File: src/verilog/amsp_pkg.sv
// Shared constants for the multilane serial port, both ends
package amsp_pkg;
  localparam int        RES_W      = 20;      // Output word width
  localparam int        CMD_W      = 20;      // Command word width
  localparam logic [4:0] MIN_CLKS  = 5'h14;   // Clocks for a valid write
  localparam int        LANES      = 4;       // Output lanes
  // Input protocol select codes
  localparam logic [1:0] PROTO_00  = 2'h0;
  localparam logic [1:0] PROTO_01  = 2'h1;
  localparam logic [1:0] PROTO_10  = 2'h2;
  localparam logic [1:0] PROTO_11  = 2'h3;
  // Output config field positions and codes
  localparam int        OC_MODE_LO = 0;
  localparam int        OC_LANE_LO = 2;
  localparam int        OC_CLK_LO  = 6;
  localparam logic [1:0] MODE_SPI  = 2'h0;
  localparam logic [1:0] MODE_SRC  = 2'h3;
  localparam logic [1:0] LANE_DUAL = 2'h2;
  localparam logic [1:0] LANE_QUAD = 2'h3;
  localparam logic [1:0] CLK_SCLK  = 2'h0;
  localparam logic [1:0] CLK_INT   = 2'h1;
  localparam logic [1:0] CLK_DIV2  = 2'h2;
  // Reset values
  localparam logic [7:0] ICFG_RST  = 8'h00;
  localparam logic [7:0] OCFG_RST  = 8'h00;
  // Command word layout: op, register address, data
  localparam int        CMD_OP_LO  = 16;
  localparam int        CMD_AD_LO  = 8;
  localparam logic [3:0] OP_WR     = 4'h1;
  localparam logic [7:0] REG_ICFG  = 8'h04;
  localparam logic [7:0] REG_OCFG  = 8'h08;
  // Host APB register byte addresses
  localparam logic [11:0] HA_CTRL  = 12'h000;
  localparam logic [11:0] HA_TX    = 12'h004;
  localparam logic [11:0] HA_RX    = 12'h008;
  localparam logic [11:0] HA_STAT  = 12'h00c;
  // Host control fields
  localparam int        HC_PROTO_LO = 0;
  localparam int        HC_LANE_LO  = 2;
  localparam int        HC_SRC      = 4;
  localparam int        HC_NCLK_LO  = 8;
  // Host serial clock half period
  localparam int        CLK_NS     = 8;
  localparam int        HALF_NS    = 32;
  localparam int        HALF_CYC   = (HALF_NS + CLK_NS - 1) / CLK_NS;
endpackage

File: src/verilog/amsp_if.sv
// Pin-level link between host controller and converter port
interface amsp_if;
  logic       cs_n;              // Chip select, active low
  logic       sclk;              // Host serial clock
  logic       sdi;               // Serial data to device
  logic [3:0] sdo;               // Output lanes
  logic [3:0] sdo_oe;            // Lane drive enables
  logic       ready_strobe_out;  // Ready / strobe clock
  modport dev  (input cs_n, sclk, sdi, output sdo, sdo_oe, ready_strobe_out);
  modport host (output cs_n, sclk, sdi, input sdo, sdo_oe, ready_strobe_out);
endinterface

File: src/verilog/amsp_host.sv
// Host controller end: APB registers driving serial frames
module amsp_host
#(
  parameter int HALF = amsp_pkg::HALF_CYC   // Cycles per sclk half period
)
(
  input  wire logic        clk,
  input  wire logic        srst,
  input  wire logic        psel,
  input  wire logic        penable,
  input  wire logic        pwrite,
  input  wire logic [11:0] paddr,
  input  wire logic [31:0] pwdata,
  output logic      [31:0] prdata,
  output logic             pready,
  output logic             pslverr,
  amsp_if.host             link
);
  // Frame sequencer states
  typedef enum logic [3:0]
  {
    HS_IDLE = 4'h1,
    HS_LEAD = 4'h2,
    HS_RUN  = 4'h4,
    HS_TAIL = 4'h8
  } amsp_hst_e;

  amsp_hst_e   st_q, st_d;
  logic [13:0] ctrl_q, ctrl_d;     // Protocol, lanes, src, clocks
  logic [19:0] tx_q, tx_d;         // Command to send
  logic [19:0] rx_q, rx_d;         // Received word
  logic [4:0]  ncap_q, ncap_d;     // Bits captured
  logic [7:0]  tmr_q, tmr_d;       // Half period timer
  logic [6:0]  edg_q, edg_d;       // Edges left
  logic [5:0]  brem_q, brem_d;     // Bits left to send
  logic        cs_q, cs_d;
  logic        sclk_q, sclk_d;
  logic        sdi_q, sdi_d;
  logic        sv_q;               // Strobe history
  logic [31:0] rd_q, rd_d;
  // Decodes
  logic        wr, setup, hit, even, tick, capt, lanch, src_cap;
  logic [1:0]  proto, lanes;
  logic [5:0]  nclk;

  // Next bit: leading zeros so last bits are the command
  function automatic logic nb(input logic [5:0] rem, input logic [19:0] w);
    logic b;
    b = 1'b0;
    if ((rem != 6'h00) && (rem <= 6'h14))
    begin
      b = w[5'(rem - 6'h01)];
    end
    return b;
  endfunction

  // Bus decode and field split
  always_comb
  begin
    wr    = psel & penable & pwrite;
    setup = psel & ~penable;
    hit   = (paddr == amsp_pkg::HA_CTRL) || (paddr == amsp_pkg::HA_TX) ||
            (paddr == amsp_pkg::HA_RX) || (paddr == amsp_pkg::HA_STAT);
    proto = ctrl_q[amsp_pkg::HC_PROTO_LO +: 2];
    lanes = ctrl_q[amsp_pkg::HC_LANE_LO +: 2];
    nclk  = ctrl_q[amsp_pkg::HC_NCLK_LO +: 6];
    even  = ~proto[0];
    tick  = (tmr_q == 8'(HALF - 1));
    capt    = (st_q == HS_RUN) & tick & (even ? ~edg_q[0] : edg_q[0]);
    lanch   = (st_q == HS_RUN) & tick & (even ? edg_q[0] : ~edg_q[0]);
    src_cap = ~cs_q & link.ready_strobe_out & ~sv_q;
  end

  // Register reads prepared in setup phase
  always_comb
  begin
    rd_d = rd_q;
    if (setup)
    begin
      case (paddr)
        amsp_pkg::HA_CTRL: rd_d = {18'h00000, ctrl_q};
        amsp_pkg::HA_TX:   rd_d = {12'h000, tx_q};
        amsp_pkg::HA_RX:   rd_d = {12'h000, rx_q};
        amsp_pkg::HA_STAT: rd_d = {31'h00000000, st_q != HS_IDLE};
        default:           rd_d = 32'h00000000;
      endcase
    end
  end

  // Sequencer and shift logic
  always_comb
  begin
    st_d   = st_q;
    ctrl_d = ctrl_q;
    tx_d   = tx_q;
    rx_d   = rx_q;
    ncap_d = ncap_q;
    tmr_d  = tick ? 8'h00 : tmr_q + 8'h01;
    edg_d  = edg_q;
    brem_d = brem_q;
    cs_d   = cs_q;
    sclk_d = sclk_q;
    sdi_d  = sdi_q;
    if (wr && (paddr == amsp_pkg::HA_CTRL) && (st_q == HS_IDLE))
    begin
      ctrl_d = pwdata[13:0];
      sclk_d = pwdata[amsp_pkg::HC_PROTO_LO + 1];
    end
    // Capture from lanes or strobe
    if ((capt && !ctrl_q[amsp_pkg::HC_SRC]) || (src_cap && ctrl_q[amsp_pkg::HC_SRC]))
    begin
      if (ncap_q < 5'h14)
      begin
        case (lanes)
          amsp_pkg::LANE_DUAL: rx_d = {rx_q[17:0], link.sdo[0], link.sdo[1]};
          amsp_pkg::LANE_QUAD: rx_d = {rx_q[15:0], link.sdo[0], link.sdo[1], link.sdo[2], link.sdo[3]};
          default:             rx_d = {rx_q[18:0], link.sdo[0]};
        endcase
        ncap_d = ncap_q + ((lanes == amsp_pkg::LANE_QUAD) ? 5'h04 :
                           (lanes == amsp_pkg::LANE_DUAL) ? 5'h02 : 5'h01);
      end
    end
    case (st_q)
      HS_IDLE:
      begin
        tmr_d = 8'h00;
        if (wr && (paddr == amsp_pkg::HA_TX))
        begin
          tx_d   = pwdata[19:0];
          rx_d   = 20'h00000;
          ncap_d = 5'h00;
          cs_d   = 1'b0;
          edg_d  = {nclk, 1'b0};
          brem_d = nclk;
          sdi_d  = 1'b0;
          if (even)
          begin
            sdi_d  = nb(nclk, pwdata[19:0]);
            brem_d = (nclk == 6'h00) ? 6'h00 : nclk - 6'h01;
          end
          st_d = HS_LEAD;
        end
      end
      HS_LEAD:
      begin
        if (tick)
        begin
          st_d = (edg_q == 7'h00) ? HS_TAIL : HS_RUN;
        end
      end
      HS_RUN:
      begin
        if (tick)
        begin
          sclk_d = ~sclk_q;
          edg_d  = edg_q - 7'h01;
          if (lanch && (brem_q != 6'h00))
          begin
            sdi_d  = nb(brem_q, tx_q);
            brem_d = brem_q - 6'h01;
          end
          if (edg_q == 7'h01)
          begin
            st_d = HS_TAIL;
          end
        end
      end
      HS_TAIL:
      begin
        if (tick)
        begin
          cs_d = 1'b1;
          st_d = HS_IDLE;
        end
      end
      default:
      begin
        st_d = HS_IDLE;
      end
    endcase
  end

  // Host registers
  always_ff @(posedge clk)
  begin
    if (srst)
    begin
      st_q   <= HS_IDLE;
      ctrl_q <= 14'h0000;
      tx_q   <= 20'h00000;
      rx_q   <= 20'h00000;
      ncap_q <= 5'h00;
      tmr_q  <= 8'h00;
      edg_q  <= 7'h00;
      brem_q <= 6'h00;
      cs_q   <= 1'b1;
      sclk_q <= 1'b0;
      sdi_q  <= 1'b0;
      sv_q   <= 1'b1;
      rd_q   <= 32'h00000000;
    end
    else
    begin
      st_q   <= st_d;
      ctrl_q <= ctrl_d;
      tx_q   <= tx_d;
      rx_q   <= rx_d;
      ncap_q <= ncap_d;
      tmr_q  <= tmr_d;
      edg_q  <= edg_d;
      brem_q <= brem_d;
      cs_q   <= cs_d;
      sclk_q <= sclk_d;
      sdi_q  <= sdi_d;
      sv_q   <= link.ready_strobe_out;
      rd_q   <= rd_d;
    end
  end

  // Bus answers and pins
  assign prdata    = rd_q;
  assign pready    = 1'b1;
  assign pslverr   = psel & penable & ~hit;
  assign link.cs_n = cs_q;
  assign link.sclk = sclk_q;
  assign link.sdi  = sdi_q;
endmodule

File: src/flat_wrapper.sv
// flat-port wrapper written by rule: the top's interface ports become plain ports
module amsp_host_flat 
#(
  parameter int HALF = amsp_pkg::HALF_CYC                                 
)
  (clk, srst, psel, penable, pwrite, paddr, pwdata, prdata, pready, pslverr, link_cs_n, link_sclk, link_sdi, link_sdo, link_sdo_oe, link_ready_strobe_out);
  amsp_if link_i ();
  input  wire logic clk;
  input  wire logic srst;
  input  wire logic psel;
  input  wire logic penable;
  input  wire logic pwrite;
  input  wire logic [11:0] paddr;
  input  wire logic [31:0] pwdata;
  output logic      [31:0] prdata;
  output logic pready;
  output logic pslverr;
  output wire logic [$bits(link_i.cs_n)-1:0] link_cs_n;
  output wire logic [$bits(link_i.sclk)-1:0] link_sclk;
  output wire logic [$bits(link_i.sdi)-1:0] link_sdi;
  input wire logic [$bits(link_i.sdo)-1:0] link_sdo;
  input wire logic [$bits(link_i.sdo_oe)-1:0] link_sdo_oe;
  input wire logic [$bits(link_i.ready_strobe_out)-1:0] link_ready_strobe_out;
  assign link_cs_n = link_i.cs_n;
  assign link_sclk = link_i.sclk;
  assign link_sdi = link_i.sdi;
  assign link_i.sdo = link_sdo;
  assign link_i.sdo_oe = link_sdo_oe;
  assign link_i.ready_strobe_out = link_ready_strobe_out;
  amsp_host #(.HALF(HALF)) u_core (.clk(clk), .srst(srst), .psel(psel), .penable(penable), .pwrite(pwrite), .paddr(paddr), .pwdata(pwdata), .prdata(prdata), .pready(pready), .pslverr(pslverr), .link(link_i));
endmodule
File: config.mk
export PLATFORM = sky130hd
export DESIGN_NAME = amsp_host_flat
export DESIGN_NICKNAME = d
export VERILOG_FILES = /design/src/verilog/amsp_pkg.sv /design/src/verilog/amsp_if.sv /design/src/verilog/amsp_host.sv /design/src/flat_wrapper.sv
export SDC_FILE = /design/constraint.sdc
export NUM_CORES = 1
export LEC_CHECK = 0
export ABC_AREA = 1
export BUFFER_PORTS_ARGS = -buffer_cell sky130_fd_sc_hd__buf_2
export CAP_MARGIN = 25
export CORE_MARGIN = 5
export CORE_UTILIZATION = 30
export DETAILED_ROUTE_END_ITERATION = 8
export MAX_ROUTING_LAYER = met4
export SLEW_MARGIN = 20
export SYNTH_ARGS = -nofsm -noshare
export SYNTH_HDL_FRONTEND = slang
export SYNTH_SLANG_ARGS = --single-unit
File: constraint.sdc
create_clock -name clk -period 1.8 [get_ports clk]
set_clock_uncertainty 0.05 [all_clocks]
set_input_delay 0.27 -clock clk [delete_from_list [all_inputs] [get_ports clk]]
set_output_delay 0.27 -clock clk [all_outputs]
set_load 0.02 [all_outputs]
==> results.md, run 1 <==
- WP data required: around 2 ns
- Core ar.: 18,800 µm²
- Vias per cell: 4.93
- Top cells by area, synth: dfxtp_1 37%, nand2_1 10%, o21ai_0 7.9%, a21oi_1 7.7%, nand3_1 6.8%
- Net Sw Power: 2.24 mW
- TritonCTS clock tree: done
- CP cell instances: inv_1 -> ha_2 -> xnor2_1 -> buf_4 -> inv_1 -> nand3_1 -> nand3_1 -> nand2_1 -> nand2_1 -> nand2_1 -> nand3_1 -> nand2_1 -> inv_1
- Cells after Synth: 849
- Crit path DAT: 1.91 ns
- Residual DRC: 0
- Nets@finish: 1,009
- Mean area per synthesized cell: 6.82 µm²
- Max Slew Vio Count: 0
- Worst stage delay on the critical path: between 0.3 and 0.4 ns
- Crit path capture type: register
- Ys Warns: 0
- Critical path type: register to register
- Synthesis-to-finish area growth: 22.0%
- Min Tclk post-route: 1.71 ns
- Reg clk slew, reported paths: 0.07 ns
- Clock Path Buffers: 2
- Fmax: 585 MHz
- Crit path from: u_core.brem_q[1]
- Vias in the first global route: 5,443
- Sw frac: ~34%
- Count of cell types in the netlist: 36
- First-pass detailed-route iteration total: 5
- Number of flops mapped to enable cells by yosys: 0
- DR WL/cell: 14.8 µm
- Lkg Pwr: 2.84 nW
- Chip height: approximately 150 µm
- IO Count: 95
- Flop-to-flop setup slack: 0.09 ns
- Critical path's top delay family: simple AND/OR/NAND/NOR gates
- #FFs+latches synth: 108
- Peak supply drop: 0.412 mV
- CP startpoint kind: register
- Max-Cap Viols: 0
- Async set-or-reset flop fraction in the synthesized netlist: 0%
- Vias: 5,930
- CP Max Fanout: 5
- Horiz. Die Dim: 149 µm
- Gate power share: 30.5%
- Total Power: 6.63 mW
- Fin cells: 1,204
- Initial core utilization: 30.7%
- Period utilization: 95.0%
- CTS sink count: 108
- Post-synthesis sequential area ratio: a little under two fifths
- Critical Path Stages: 13
- GRT Overall Usage: 16.3%
- Worst setup endpoint: u_core.link.sdi
- DP HPWL: ~13,000 µm
- Worst skew pair latency: 0.36 ns
- Total CTS buffers: 9
- Final wirelength: about 18,000 µm
- Gp weighted congestion: 0.866
- Final Hold Violating Endpoints: 0
- Die area: roughly 22,000 µm²
- Worst Hold Class: primary input to register
- Cell-internal power: 4.40 mW
- RSZ-0062 raised after global routing: no
- DRT iter0 DRCs: 571
- Crit-path slowest cell: dfxtp_1
- CTS Root Cell: clkbuf_16
- FP Rows: 50
- Placed Cells: 1,186
- Share of the synthesized area in the top cell type: 37.4%
- Synth Flop Type: dfxtp_1
- Reg2reg path depth: 13
- Status: finished, final reports clean
- First-pass GRT wire length: 28,500 µm
- IO buf count: 65
- Share of cells above drive strength 1: 16.7%
- Clock power share: between 20 and 30%
- H-tree depth: 3
- Setup-failing EPs final: 0
- PD cells: between 900 and 1000 nW/µm²
- Buf+Inv Stages, Crit Path: 4
- Antenna Violating Nets Remaining: 0
- Most frequent cells in the layout: 153 x nand2_1, 106 x dfxtp_1, 96 x inv_1, 89 x a21oi_1, 87 x o21ai_0
- Reg power frac: 39.7%
- Critical R2R Launch: u_core.brem_q[1]
- Cell repeated most along the worst path: nand2_1
- Most common cell after layout, fill and taps aside: nand2_1
- Post-Syn Area: 5790 µm²
- Worst r2r dst: u_core.link.sdi
- Largest net degree at the start of global routing: 43
- Grt ovf: 0
- Yosys top cell by area: dfxtp_1
- Initial antenna violation count: 0
- Antenna diodes: 0
## layer usage
metal	track usage, %	part of all wire (%)	wire, µm
met5	-	0	0
met4	5.13	1.7	299
met3	2.10	5.3	947
met2	24.9	46	8200
met1	22.6	47	8380
## flip-flops by register name, summed over array words and instances (netlist names), 4 cells and up
name           flops
u_core.ncap_q      5
u_core.brem_q      6
u_core.tmr_q       8
u_core.prdata     20
u_core.rx_q       20
u_core.ctrl_q     14
u_core.st_q        4
u_core.edg_q       7
u_core.tx_q       20
## timing repair
item,CTS,global route
setup endpoints to repair,1,38
hold buffers,0,0
setup buffers,0,2
gates resized for setup,2,17
pin swaps,0,2
gates cloned,0,1
## worst min path at each step
| stage | from | to | slack, ns | depth (start not counted) |
|---|---|---|---|---|
| after detailed placement | u_core.tmr_q[0] | u_core.tmr_q[0] | 0.39 | 1 |
| after global routing | link_ready_strobe_out | u_core.sv_q | 0.07 | 3 |
| after CTS | link_ready_strobe_out | u_core.sv_q | 0.05 | 3 |
| after global placement | u_core.tmr_q[0] | u_core.tmr_q[0] | 0.38 | 1 |
| after floorplan | link_ready_strobe_out | u_core.sv_q | 0.32 | 2 |
| final | link_ready_strobe_out | u_core.sv_q | 0.06 | 3 |
## final cells by class
type / instances / area (µm²)
multi-input cells: 598 / 3090
clock inverters: 4 / 51.3
fillers: 1997 / 11800
clock buffers: 11 / 233
repair buffers: 120 / 818
inverters: 103 / 387
flip-flops and latches: 108 / 2160
well taps: 260 / 325
## cells by family after synthesis
family	share of synthesized area, %
other	0.130
adders and majority gates	2.51
AOI/OAI and AO/OA	22.6
DFF	37.4
xor gates and xnor gates	1.97
buffers and inverters	11.0
and+or+nand+nor	24.4
## synth_stat cells, types with 2 or more instances
| cell type | count |
|---|---|
| o221ai_1 | 16 |
| xnor2_1 | 5 |
| buf_4 | 13 |
| buf_2 | 8 |
| clkbuf_1 | 29 |
| nor2_1 | 70 |
| xor2_1 | 8 |
| a21oi_1 | 89 |
| nand3_1 | 79 |
| o211ai_1 | 5 |
| ha_1 | 10 |
| clkinv_1 | 3 |
| nand2_2 | 2 |
| nor3_4 | 2 |
| conb_1 | 2 |
| nor2_2 | 2 |
| a211oi_1 | 12 |
| nand4_1 | 3 |
| nor3_1 | 8 |
| inv_1 | 99 |
| o22ai_1 | 18 |
| nand2_1 | 154 |
| dfxtp_1 | 108 |
| a31oi_1 | 2 |
| o21ai_0 | 91 |
## worst register-to-register path, cell delays in order (launching register included)
cell and delay [ns]:
dfxtp_1 0.31, inv_1 0.14, ha_2 0.22, xnor2_1 0.12
buf_4 0.17, inv_1 0.07, nand3_1 0.07, nand3_1 0.09
nand2_1 0.09, nand2_1 0.05, nand2_1 0.08, nand3_1 0.07
nand2_1 0.06, inv_1 0.03
## through the flow
step / utilization [%] / setup TNS (ns) / hold WS (ns) / instance area, µm² / setup slack, ns
floorplan: - / 0 / 0.316 / 5840 / 0.0608
global placement: 35.6 / 0 / 0.383 / 6700 / 0.0136
detailed placement: 35.6 / -0.0695 / 0.387 / 6700 / -0.0422
CTS: 37.1 / 0 / 0.0529 / 6990 / 0.0334
global route: 37.5 / 0 / 0.0736 / 7060 / 0.000640
finish: 37.5 / 0 / 0.0559 / 7060 / 0.0900
## power by group through the flow
| stage | Clock, mW | Combinational [mW] | Sequential (mW) |
|---|---|---|---|
| after detailed placement | 0 | 1.88 | 2.68 |
| after CTS | 2.02 | 1.90 | 2.63 |
| final | 1.98 | 2.02 | 2.63 |
| after global placement | 0 | 1.87 | 2.67 |
| after floorplan | 0 | 1.20 | 2.65 |
| after global routing | 2.12 | 2.23 | 2.65 |
(Power assumes the default switching activity.)
==> run 2, diff against run 1 <==
Settings changed: RECOVER_POWER from default to 50.
==> results.md, run 2 (same netlist as run 1, synthesis figures left out) <==
- Fmax: 584 MHz (-0.16%)
- Chip height: 149 µm (unchanged)
- Setup-failing EPs final: 0 (unchanged)
- Vias per cell: 4.93 (+0.10%)
- Nets@finish: 1,009 (unchanged)
- IO buf count: 65 (unchanged)
- CP Max Fanout: 5 (unchanged)
- CTS Root Cell: clkbuf_16
- Clock Path Buffers: 2 (unchanged)
- Hold_ws: 0.0569 ns (+0.00103 ns)
- Share of cells above drive strength 1: 14.1% (-2.6 points)
- Hold_buf cts: 0 (unchanged)
- Fin cells: 1,204 (unchanged)
- CTS sink count: 108 (unchanged)
- GRT Overall Usage: 16.3% (unchanged)
- Max-Cap Viols: 0 (unchanged)
- Fillcell total: 2,013 (+0.80%)
- Die area: 22,200 µm² (unchanged)
- Total CTS buffers: 9 (unchanged)
- Vias: 5,936 (+0.10%)
- Antenna diodes: 0 (unchanged)
- Gp weighted congestion: 0.866 (unchanged)
- First-pass GRT wire length: 28,500 µm (unchanged)
- Worst skew pair latency: 0.36 ns (about the same)
- Core ar.: 18,800 µm² (unchanged)
- Horiz. Die Dim: 149 µm (unchanged)
- Worst Hold Class: primary input to register
- Residual DRC: 0 (unchanged)
- DP HPWL: 13,300 µm (unchanged)
- Max Slew Vio Count: 0 (unchanged)
- Crit path DAT: 1.92 ns (about the same)
- CP startpoint kind: register
- Initial antenna violation count: 0 (unchanged)
- RSZ-0062 raised after global routing: no
- DR WL/cell: 14.8 µm (-0.37%)
- Final Hold Violating Endpoints: 0 (unchanged)
- TritonCTS clock tree: done
- Status: finished, final reports clean
- Crit path capture type: register
- Largest net degree at the start of global routing: 43 (unchanged)
- First-pass detailed-route iteration total: 5 (unchanged)
- Most frequent cells in the layout: 153 x nand2_1, 106 x dfxtp_1, 96 x inv_1, 89 x a21oi_1, 87 x o21ai_0
- Most common cell after layout, fill and taps aside: nand2_1
- IO Count: 95 (unchanged)
- Lkg Pwr: 2.74 nW (-3.7%)
- Placed Cells: 1,186 (unchanged)
- FP Rows: 50 (unchanged)
- Min Tclk post-route: 1.71 ns (+0.00275 ns)
- DRT iter0 DRCs: 483 (-15%)
- PD cells: 944 nW/µm² (+0.57%)
- H-tree depth: 3 (unchanged)
- Vias in the first global route: 5,443 (unchanged)
- Total Power: 6.63 mW (-0.10%)
- Critical path type: register to register
- Peak supply drop: 0.407 mV (-1.2%)
- WP data required: 2.00 ns (about the same)
- Reg clk slew, reported paths: 0.07 ns (about the same)
- Grt ovf: 0 (unchanged)
- Initial core utilization: 30.7% (unchanged)
- Antenna Violating Nets Remaining: 0 (unchanged)
- Synthesis-to-finish area growth: 21.2%
- Period utilization: 95.2% (+0.15 points)
- Final wirelength: 17,800 µm (-0.37%)
[run 2: repair_timing]
item,CTS,global route
resized for setup,2,17
pin swaps,0,2
setup buffers,0,2
gates cloned,0,1
endpoints found under the setup margin,1,38
[run 2: area by class of cell]
| type | count | area, µm² | area share (%) |
|---|---|---|---|
| multi-input combinational | 598 | 3080 | 43.9 |
| sequential | 108 | 2160 | 30.8 |
| timing repair buffer | 120 | 773 | 11.0 |
| inverter | 103 | 387 | 5.51 |
| tap | 260 | 325 | 4.64 |
| clock buffer | 11 | 233 | 3.32 |
| clock inverter | 4 | 51.3 | 0.731 |
[run 2: worst paths after layout]
kind / startpoint / to / slack, ns / cells past startpoint
setup / recovery: u_core.brem_q[1] / u_core.link.sdi / 0.09 / 13
hold / removal: link_ready_strobe_out / u_core.sv_q / 0.06 / 3
setup reg to reg: u_core.brem_q[1] / u_core.link.sdi / 0.09 / 13
hold reg to reg: u_core.tmr_q[0] / u_core.tmr_q[0] / 0.36 / 1
[run 2: layer usage]
| metal | part of all wire (%) | track usage (%) |
|---|---|---|
| met1 | 46 | 22.6 |
| met2 | 46 | 24.9 |
| met3 | 6.3 | 2.10 |
| met4 | 1.7 | 5.13 |
| met5 | 0 | - |
[run 2: critical path: stages (launching register included)]
cell     delay, ns
dfxtp_1       0.32
inv_1         0.15
ha_2          0.22
xnor2_1       0.12
buf_4         0.17
inv_1         0.07
nand3_1       0.07
nand3_1       0.09
nand2_1       0.09
nand2_1       0.05
nand2_1       0.07
nand3_1       0.07
nand2_1       0.06
inv_1         0.03
[run 2: power breakdown]
part	internal, mW	total (mW)	leakage (nW)	switching [mW]
Sequential	2.52	2.63	0.873	0.111
Combinational	0.798	2.02	1.73	1.22
Clock	1.07	1.97	0.136	0.900
Total	4.40	6.63	2.74	2.23
[run 2: metrics by stage]
step | TNS [ns] | utilization, % | cell area (µm²) | setup WS [ns]
CTS | 0 | 37.1 | 6990 | 0.0334
floorplan | 0 | - | 5840 | 0.0608
global placement | 0 | 35.6 | 6700 | 0.0136
global route | 0 | 37.3 | 7020 | 0.000640
detailed placement | -0.0695 | 35.6 | 6700 | -0.0422
finish | 0 | 37.3 | 7020 | 0.0872
